File: src/pld_pkg.sv
// shared constants and types for the second-loop lock-detect block
package pld_pkg;
  // register addresses, 15-bit serial address space
  localparam logic [14:0] ADDR_PD_CTRL   = 15'h0169;
  localparam logic [14:0] ADDR_CNT_HIGH  = 15'h016a;
  localparam logic [14:0] ADDR_CNT_LOW   = 15'h016b;
  localparam logic [14:0] ADDR_LOCK_STAT = 15'h0183;
  // power-on values and writable bits
  localparam logic [7:0] CTRL_RST       = 8'h58;
  localparam logic [7:0] CNT_HIGH_RST   = 8'h00;
  localparam logic [7:0] CNT_LOW_RST    = 8'h00;
  localparam logic [7:0] CTRL_WMASK     = 8'h7f;
  localparam logic [7:0] CNT_HIGH_WMASK = 8'h3f;
  localparam logic [7:0] CNT_LOW_WMASK  = 8'hff;
  // lock status register bit positions
  localparam int STAT_LOCK_BIT   = 0;
  localparam int STAT_ACTIVE_BIT = 1;
  // serial frame: read flag, 15 address bits, 8 data bits
  localparam logic [4:0] LAST_CMD_BIT  = 5'h0f;
  localparam logic [4:0] LAST_DATA_BIT = 5'h17;
  // window selections
  localparam logic [1:0] WIN_RESERVED = 2'h0;
  localparam logic [1:0] WIN_1NS      = 2'h1;
  localparam logic [1:0] WIN_1P8NS    = 2'h2;
  localparam logic [1:0] WIN_2P6NS    = 2'h3;
  // lock count width
  localparam int COUNT_W = 14;

  // phase detector control byte, bit 7 down to bit 0
  typedef struct packed {
    logic       reserved;
    logic [1:0] window;
    logic [1:0] current;
    logic       polarity;
    logic       pump_float;
    logic       force_on;
  } pld_ctrl_t;

  // serial port states, gray along the frame
  typedef enum logic [1:0] {
    PLD_IDLE = 2'b00,
    PLD_CMD  = 2'b01,
    PLD_DATA = 2'b11,
    PLD_HOLD = 2'b10
  } pld_spi_st_t;
endpackage

File: src/pld_lock_counter.sv
// consecutive in-window cycle counter for the second-loop lock detect
`timescale 1ns/100ps
`default_nettype none
module pld_lock_counter #(
  parameter int COUNT_W = 14
) (
  // clock and reset
  input  wire logic               clk,
  input  wire logic               rst_n,
  // controls
  input  wire logic               enable,
  input  wire logic [1:0]         window,
  input  wire logic [COUNT_W-1:0] target,
  // phase comparison, one sample per detector cycle
  input  wire logic               in_window,
  // result
  output logic                    locked
);
  logic [COUNT_W-1:0] run;
  logic [COUNT_W-1:0] next_run;
  logic               next_locked;
  logic               armed;

  // the run count needs at least one bit
  if (COUNT_W < 1) begin
    $error("COUNT_W must be at least 1");
  end

  // a reserved window or zero count can never lock
  always_comb begin
    armed       = enable && (window != pld_pkg::WIN_RESERVED) &&
                  (target != '0);
    next_run    = '0;
    next_locked = 1'b0;
    if (armed && in_window) begin
      // saturate so a long lock cannot wrap the count
      next_run    = (run < target) ? run + COUNT_W'(1) : run;
      next_locked = (next_run >= target);
    end
  end

  // state registers
  always_ff @(posedge clk or negedge rst_n) begin
    if (!rst_n) begin
      run    <= '0;
      locked <= 1'b0;
    end else begin
      run    <= next_run;
      locked <= next_locked;
    end
  end

  a_lock_after_run: assert property (@(posedge clk) disable iff (!rst_n)
    $rose(locked) |-> $past(in_window) && $past(enable) &&
    ($past(run) + COUNT_W'(1) >= $past(target)))
    else $error("lock rose without a full in-window run");

  a_miss_restarts: assert property (@(posedge clk) disable iff (!rst_n)
    !in_window |=> (run == '0) && !locked)
    else $error("out-of-window cycle did not restart the run");

  a_zero_count: assert property (@(posedge clk) disable iff (!rst_n)
    (target == '0) |=> !locked)
    else $error("lock asserted with zero count");

  a_reserved_win: assert property (@(posedge clk) disable iff (!rst_n)
    (window == pld_pkg::WIN_RESERVED) |=> !locked)
    else $error("lock asserted with reserved window");
endmodule
`default_nettype wire

File: src/pld_lock_ctrl.sv
// serial register port and phase-detector control for the second loop
`timescale 1ns/100ps
`default_nettype none
module pld_lock_ctrl #(
  parameter int COUNT_W = pld_pkg::COUNT_W
) (
  // clock and reset
  input  wire logic       MCLK,
  input  wire logic       RST_N,
  // serial register port
  input  wire logic       SCK,
  input  wire logic       CS_N,
  input  wire logic       SDI,
  output logic            SDO,
  output logic            SDO_OE,
  // phase detector and status pin side
  input  wire logic       PHASE_IN_WINDOW,
  input  wire logic       STATUS_ROUTES_LOCK,
  output logic            PUMP_POLARITY,
  output logic            PUMP_FLOAT,
  output logic [1:0]      PUMP_CURRENT,
  output logic [1:0]      LOCK_WINDOW,
  output logic            LOCK_ACTIVE,
  output logic            LOCK_FLAG
);
  // the count fields are laid out for exactly fourteen bits
  if (COUNT_W != pld_pkg::COUNT_W) begin
    $error("COUNT_W must be 14");
  end

  // keep only the writable bits, reserved bits read back as zero
  function automatic logic [7:0] masked(input logic [7:0] d,
                                        input logic [7:0] m);
    masked = d & m;
  endfunction

  // serial port state
  pld_pkg::pld_spi_st_t state;
  pld_pkg::pld_spi_st_t next_state;
  logic        sck_q;
  logic        sck_rise;
  logic        sck_fall;
  logic [4:0]  bits;
  logic [4:0]  next_bits;
  logic [15:0] sin;
  logic [15:0] next_sin;
  logic [15:0] cmd;
  logic        is_rd;
  logic        next_is_rd;
  logic [14:0] addr;
  logic [14:0] next_addr;
  logic [7:0]  sout;
  logic [7:0]  next_sout;
  logic        sdo;
  logic        next_sdo;
  logic        oe;
  logic        next_oe;
  logic [7:0]  rdata;
  logic [7:0]  wr_data;
  logic        wr_en;
  logic        ld_rd;

  // register file state
  pld_pkg::pld_ctrl_t ctrl;
  pld_pkg::pld_ctrl_t next_ctrl;
  logic [7:0]  cnt_high;
  logic [7:0]  next_high;
  logic [7:0]  cnt_low;
  logic [7:0]  next_low;
  logic        active;
  logic        next_active;
  logic        locked;

  // read data for the address just received
  always_comb begin
    cmd   = {sin[14:0], SDI};
    rdata = 8'h00;
    case (cmd[14:0])
      pld_pkg::ADDR_PD_CTRL:   rdata = ctrl;
      pld_pkg::ADDR_CNT_HIGH:  rdata = cnt_high;
      pld_pkg::ADDR_CNT_LOW:   rdata = cnt_low;
      pld_pkg::ADDR_LOCK_STAT: begin
        // lock state is visible here so status pins stay free
        rdata[pld_pkg::STAT_LOCK_BIT]   = locked;
        rdata[pld_pkg::STAT_ACTIVE_BIT] = active;
      end
      default: rdata = 8'h00;
    endcase
  end

  // frame sequencer; sck must stay at least two clocks per phase
  always_comb begin
    sck_rise   = SCK && !sck_q;
    sck_fall   = !SCK && sck_q;
    next_state = state;
    next_bits  = bits;
    next_sin   = sin;
    next_is_rd = is_rd;
    next_addr  = addr;
    next_sout  = sout;
    next_sdo   = sdo;
    next_oe    = oe;
    wr_data    = {sin[6:0], SDI};
    wr_en      = 1'b0;
    ld_rd      = 1'b0;
    case (state)
      pld_pkg::PLD_IDLE: begin
        next_bits = 5'h00;
        if (!CS_N) begin
          next_state = pld_pkg::PLD_CMD;
        end
      end
      pld_pkg::PLD_CMD: begin
        if (sck_rise) begin
          next_sin  = cmd;
          next_bits = bits + 5'h01;
          if (bits == pld_pkg::LAST_CMD_BIT) begin
            next_is_rd = cmd[15];
            next_addr  = cmd[14:0];
            next_sout  = cmd[15] ? rdata : 8'h00; // writes shift out zeros
            next_oe    = cmd[15];
            ld_rd      = cmd[15];
            next_state = pld_pkg::PLD_DATA;
          end
        end
      end
      pld_pkg::PLD_DATA: begin
        if (sck_fall) begin
          // first fall presents bit 7 ahead of the host's next rise
          next_sdo  = sout[7];
          next_sout = {sout[6:0], 1'b0};
        end
        if (sck_rise) begin
          next_sin  = {sin[14:0], SDI};
          next_bits = bits + 5'h01;
          if (bits == pld_pkg::LAST_DATA_BIT) begin
            wr_en      = !is_rd;
            next_state = pld_pkg::PLD_HOLD;
          end
        end
      end
      pld_pkg::PLD_HOLD: begin
        // extra clocks after the last bit are ignored
        next_bits = bits;
      end
      default: next_state = pld_pkg::PLD_IDLE;
    endcase
    // deselect aborts any frame; a cut write is dropped
    if (CS_N) begin
      next_state = pld_pkg::PLD_IDLE;
      next_oe    = 1'b0;
      next_sdo   = 1'b0;
      next_bits  = 5'h00;
    end
  end

  // serial port registers
  always_ff @(posedge MCLK or negedge RST_N) begin
    if (!RST_N) begin
      state <= pld_pkg::PLD_IDLE;
      sck_q <= 1'b0;
      bits  <= 5'h00;
      sin   <= 16'h0000;
      is_rd <= 1'b0;
      addr  <= 15'h0000;
      sout  <= 8'h00;
      sdo   <= 1'b0;
      oe    <= 1'b0;
    end else begin
      state <= next_state;
      sck_q <= SCK;
      bits  <= next_bits;
      sin   <= next_sin;
      is_rd <= next_is_rd;
      addr  <= next_addr;
      sout  <= next_sout;
      sdo   <= next_sdo;
      oe    <= next_oe;
    end
  end

  // register writes and lock-detect power
  always_comb begin
    next_ctrl = ctrl;
    next_high = cnt_high;
    next_low  = cnt_low;
    if (wr_en) begin
      case (addr)
        pld_pkg::ADDR_PD_CTRL:
          next_ctrl = pld_pkg::pld_ctrl_t'(
                        masked(wr_data, pld_pkg::CTRL_WMASK));
        pld_pkg::ADDR_CNT_HIGH:
          next_high = masked(wr_data, pld_pkg::CNT_HIGH_WMASK);
        pld_pkg::ADDR_CNT_LOW:
          next_low = masked(wr_data, pld_pkg::CNT_LOW_WMASK);
        default: next_low = cnt_low;
      endcase
    end
    // forced on, or powered only while a pin carries the flag
    next_active = ctrl.force_on || STATUS_ROUTES_LOCK;
  end

  // register file
  always_ff @(posedge MCLK or negedge RST_N) begin
    if (!RST_N) begin
      ctrl     <= pld_pkg::pld_ctrl_t'(pld_pkg::CTRL_RST);
      cnt_high <= pld_pkg::CNT_HIGH_RST;
      cnt_low  <= pld_pkg::CNT_LOW_RST;
      active   <= 1'b0;
    end else begin
      ctrl     <= next_ctrl;
      cnt_high <= next_high;
      cnt_low  <= next_low;
      active   <= next_active;
    end
  end

  // the run counter is cleared whenever power is withheld
  pld_lock_counter #(
    .COUNT_W (COUNT_W)
  ) u_counter (
    .clk       (MCLK),
    .rst_n     (RST_N),
    .enable    (active),
    .window    (ctrl.window),
    .target    ({cnt_high[5:0], cnt_low}),
    .in_window (PHASE_IN_WINDOW),
    .locked    (locked)
  );

  // outputs straight from the register flops
  assign PUMP_POLARITY = ctrl.polarity;
  assign PUMP_FLOAT    = ctrl.pump_float;
  assign PUMP_CURRENT  = ctrl.current;
  assign LOCK_WINDOW   = ctrl.window;
  assign LOCK_ACTIVE   = active;
  assign LOCK_FLAG     = locked;
  assign SDO           = sdo;
  assign SDO_OE        = oe;

  a_pol_write: assert property (@(posedge MCLK) disable iff (!RST_N)
    wr_en && (addr == pld_pkg::ADDR_PD_CTRL)
    |=> PUMP_POLARITY == $past(wr_data[2]))
    else $error("polarity did not follow its write");

  a_float_write: assert property (@(posedge MCLK) disable iff (!RST_N)
    wr_en && (addr == pld_pkg::ADDR_PD_CTRL)
    |=> PUMP_FLOAT == $past(wr_data[1]))
    else $error("pump float did not follow its write");

  a_power_gated: assert property (@(posedge MCLK) disable iff (!RST_N)
    !ctrl.force_on && !STATUS_ROUTES_LOCK |=> !LOCK_ACTIVE)
    else $error("lock detect powered with no pin route");

  a_power_forced: assert property (@(posedge MCLK) disable iff (!RST_N)
    ctrl.force_on |=> LOCK_ACTIVE)
    else $error("forced lock detect not powered");

  a_stat_readback: assert property (@(posedge MCLK) disable iff (!RST_N)
    ld_rd && (cmd[14:0] == pld_pkg::ADDR_LOCK_STAT)
    |=> sout[pld_pkg::STAT_LOCK_BIT] == $past(LOCK_FLAG))
    else $error("status readback missed the lock flag");

  a_high_field: assert property (@(posedge MCLK) disable iff (!RST_N)
    wr_en && (addr == pld_pkg::ADDR_CNT_HIGH)
    |=> cnt_high == {2'b00, $past(wr_data[5:0])})
    else $error("count high field wrong after write");

  a_window_write: assert property (@(posedge MCLK) disable iff (!RST_N)
    wr_en && (addr == pld_pkg::ADDR_PD_CTRL)
    |=> LOCK_WINDOW == $past(wr_data[6:5]))
    else $error("window did not follow its write");

  a_oe_read_only: assert property (@(posedge MCLK) disable iff (!RST_N)
    SDO_OE |-> is_rd && (state != pld_pkg::PLD_IDLE))
    else $error("data line driven outside a read frame");

  a_sdo_quiet: assert property (@(posedge MCLK) disable iff (!RST_N)
    !SDO_OE |-> !SDO)
    else $error("data line not low while released");
endmodule
`default_nettype wire

File: config.mk
export PLATFORM = sky130hd
export DESIGN_NAME = pld_lock_ctrl
export DESIGN_NICKNAME = d
export VERILOG_FILES = /design/src/pld_pkg.sv /design/src/pld_lock_counter.sv /design/src/pld_lock_ctrl.sv
export SDC_FILE = /design/constraint.sdc
export NUM_CORES = 1
export LEC_CHECK = 0
export BUFFER_PORTS_ARGS = -buffer_cell sky130_fd_sc_hd__buf_4
export CAP_MARGIN = 20
export CORE_MARGIN = 5
export CORE_UTILIZATION = 38
export DETAILED_ROUTE_END_ITERATION = 10
export PLACE_DENSITY = 0.53
export SYNTH_ARGS = -nofsm -noshare
export SYNTH_HDL_FRONTEND = slang
export SYNTH_SLANG_ARGS = --single-unit
File: constraint.sdc
create_clock -name MCLK -period 3.17 [get_ports MCLK]
set_clock_uncertainty 0.1 [all_clocks]
set_input_delay 0.634 -clock MCLK [delete_from_list [all_inputs] [get_ports MCLK]]
set_output_delay 0.634 -clock MCLK [all_outputs]
set_load 0.02 [all_outputs]
==> results.md <==
- GRT Resource Usage Total: 15.87%
- Drt drc: 0
- EDFF count, synth: 0
- Global placement routability congestion: 0.8475
- Share of the synthesized area in the top cell type: 43.52%
- Max clock buf depth: 2
- Final period utilization: 101.0%
- Leak: roughly 2.8 nW
- Layout cells sized above 1: 33.72%
- Max-slew violation count: 0
- CTS tree: yes
- Worst-Skew Late Latency: about 0.35 ns
- Drt initial violations: between 200 and 250
- Hpwl dp: 7917 µm
- Kind of critical path: reg -> reg
- Final net count: 551
- Largest delay share family, worst path: compound AO/OA/AOI/OAI gates
- Total gr overflow: 0
- Setup-failing EPs final: 1
- Max Cap Viol: 0
- Die width: 122.1 µm
- Total power: 2.899 mW
- Peak supply drop: 0.2224 mV
- Final WS setup: -0.03072 ns
- Worst path cell trace: inv_2 -> ha_4 -> nand4_1 -> a2111oi_4 -> a21oi_4 -> buf_6 -> mux2_2 -> ha_4 -> a211oi_2 -> o21ai_1 -> a221o_1 -> nand2_1 -> a221oi_1
- Vias in the first global route: 3,511
- Vias per cell: 5.189
- Stages on the worst setup path: 13
- CP required: around 3.3 ns
- Commonest cells in the netlist: dfrtp_1 (83), mux2_2 (59), nor2_1 (43), ha_1 (33), inv_1 (30)
- Post-Syn Nets: a little under 500
- Worst hold path type: in -> async
- CP peak stage delay: around 0.46 ns
- R2r worst-path depth: 13
- Vias: 3,570
- Synth unique cells: 58
- I/O pin total: 17
- Antenna fix cells: 0
- Reg clk slew, reported paths: 0.07 ns
- Htree depth: 3
- Relative slew slack: 56.08%
- Peak Freq: between 0.3 and 0.4 GHz
- Mapped Avg Cell Area: 10.63 µm²
- Largest net degree at the start of global routing: 87
- Synth Cell Area: ~4800 µm²
- RSZ-0062 raised after global routing: yes
- Critical Path End Type: flop
- IO buf count: 16
- Synth area leaders: dfrtp_1 (44%), mux2_2 (14%), ha_1 (8.7%)
- Cell Pwr Density: approximately 500 nW/µm²
- Root buf cell: clkbuf_16
- Gate Count Post-Synth: 449
- First-pass GRT wire length: 18,300 µm
- Crit path max fanout: 3
- CP arrival: 3.31 ns
- Slowest cell on the critical path: a2111oi_4
- Area leader, netlist: dfrtp_1
- Worst reg2reg path startpoint: cnt_high[4]
- Initial core utilization: 38.28%
- Core area: 12,470 µm²
- Most instantiated library cell after synthesis: dfrtp_1
- Worst Setup SP: cnt_high[4]
- Routed WL per cell: 16.43 µm
- ANT nets after route: 0
- Synth Register Bits: 86
- Failing checks: negative setup slack
- Die area: between 10,000 and 15,000 µm²
- Yosys warnings: 0
- Top FF cell, synth: dfrtp_1
- Initial antenna violation count: 0
- Total CTS buffers: 9
- Die H: 122.1 µm
- Area growth syn-to-layout: 23.20%
- Async SR Flop Fraction: 100.0%
- Worst slew pin tran: 0.6537 ns
- Final Hold Fails: 0
- Startpoint Class: flop
- Status: finished with violations
- Cell mode on critical path: ha_4
- Fin crit period: 3.201 ns
- Sequential cell area fraction in the yosys report: 45.18%
- Placed cells: 665
- Routed wire length: 11,300 µm
- Final Non-Filler Cells: 688
- Drt first pass iters: 5
- Clock sink count: 86
- Row count: between 40 and 50
- Crit path buf inv count: 2
[flip-flops by register name, indices dropped and copies added (netlist names), 5 cells and up]
register / cells
cnt_high: 6
sin: 15
sout: 8
bits: 5
cnt_low: 8
addr: 15
u_counter.run: 14
[timing repair]
action | CTS | global route
setup buffers | 1 | 7
pin swaps | 2 | 11
setup endpoints to repair | 1 | 1
gates cloned | 0 | 0
resized for setup | 6 | 20
hold buffers | 0 | 0
[placed cells by master, fill, tap and decap left out, types with 4 or more instances in the layout]
cell type,Yosys,routed
dfrtp_1,83,83
buf_4,5,66
mux2_2,59,59
nor2_1,43,43
ha_1,33,29
inv_1,30,28
nand2_1,25,25
a21oi_1,27,24
nand4_1,14,14
o21ai_0,16,12
clkbuf_16,0,9
xnor2_1,9,7
nor2b_1,7,7
nand3_1,6,6
nor3_1,6,6
a22oi_1,5,5
nor4_1,4,4
a21o_1,4,4
nor4b_1,4,4
a2bb2oi_1,4,4
ha_4,0,4
[final cells by class]
class	count	area, µm²
multi-input cells	315	2542
flip-flops and latches	86	2156
clock buffers	11	232.7
inverters	30	112.6
repair buffers	69	538.0
well taps	172	215.2
clock inverters	5	82.58
fillers	1135	6586
[per-layer routing]
metal	track usage, %	vias up	wire length, µm
li1	-	1754	-
met2	22.79	59	4802
met1	23.38	1735	5633
met5	0	-	0
met3	2.275	22	508
met4	7.698	0	358
[power breakdown]
group | switching (mW) | internal, mW
combinational | 0.199 | 0.176
sequential | 0.170 | 1.21
clock | 0.450 | 0.694
[logic make-up (layout without fill, tap and decap cells)]
group / Yosys count / in the layout / synth area share, %
AO/OA/AOI/OAI: 79 / 79 / 10.80
XOR/XNOR: 11 / 11 / 2.019
adder cells (fa/ha/maj): 33 / 33 / 8.652
buffers and inverters: 48 / 115 / 4.352
flip-flops: 86 / 86 / 45.18
multiplexers: 60 / 60 / 14.13
AND/OR/NAND/NOR: 132 / 132 / 14.87
[through the flow]
| step | setup TNS (ns) | cell area, µm² | hold WS (ns) | setup WS [ns] | utilization [%] |
|---|---|---|---|---|---|
| after floorplan | 0 | 4772 | 0.2384 | 0.07547 | - |
| after global placement | -0.2193 | 5370 | 0.3703 | -0.2193 | 43.08 |
| after detailed placement | -0.1975 | 5370 | 0.3714 | -0.1975 | 43.08 |
| after CTS | 0 | 5714 | 0.2529 | 0.01855 | 45.84 |
| after global routing | -0.1482 | 5879 | 0.2617 | -0.1482 | 47.16 |
| final | -0.03072 | 5879 | 0.2095 | -0.03072 | 47.16 |
[path summary, 6_finish.rpt]
check	slack, ns	end
max in group asynchronous	2.37	LOCK_WINDOW[1]
min in group MCLK	0.33	sck_q
max reg2reg	-0.03	u_counter.locked
max	-0.03	u_counter.locked
min reg2reg	0.39	is_rd
min	0.21	sin[10]
Note: power is estimated with default switching activity, not from simulation.
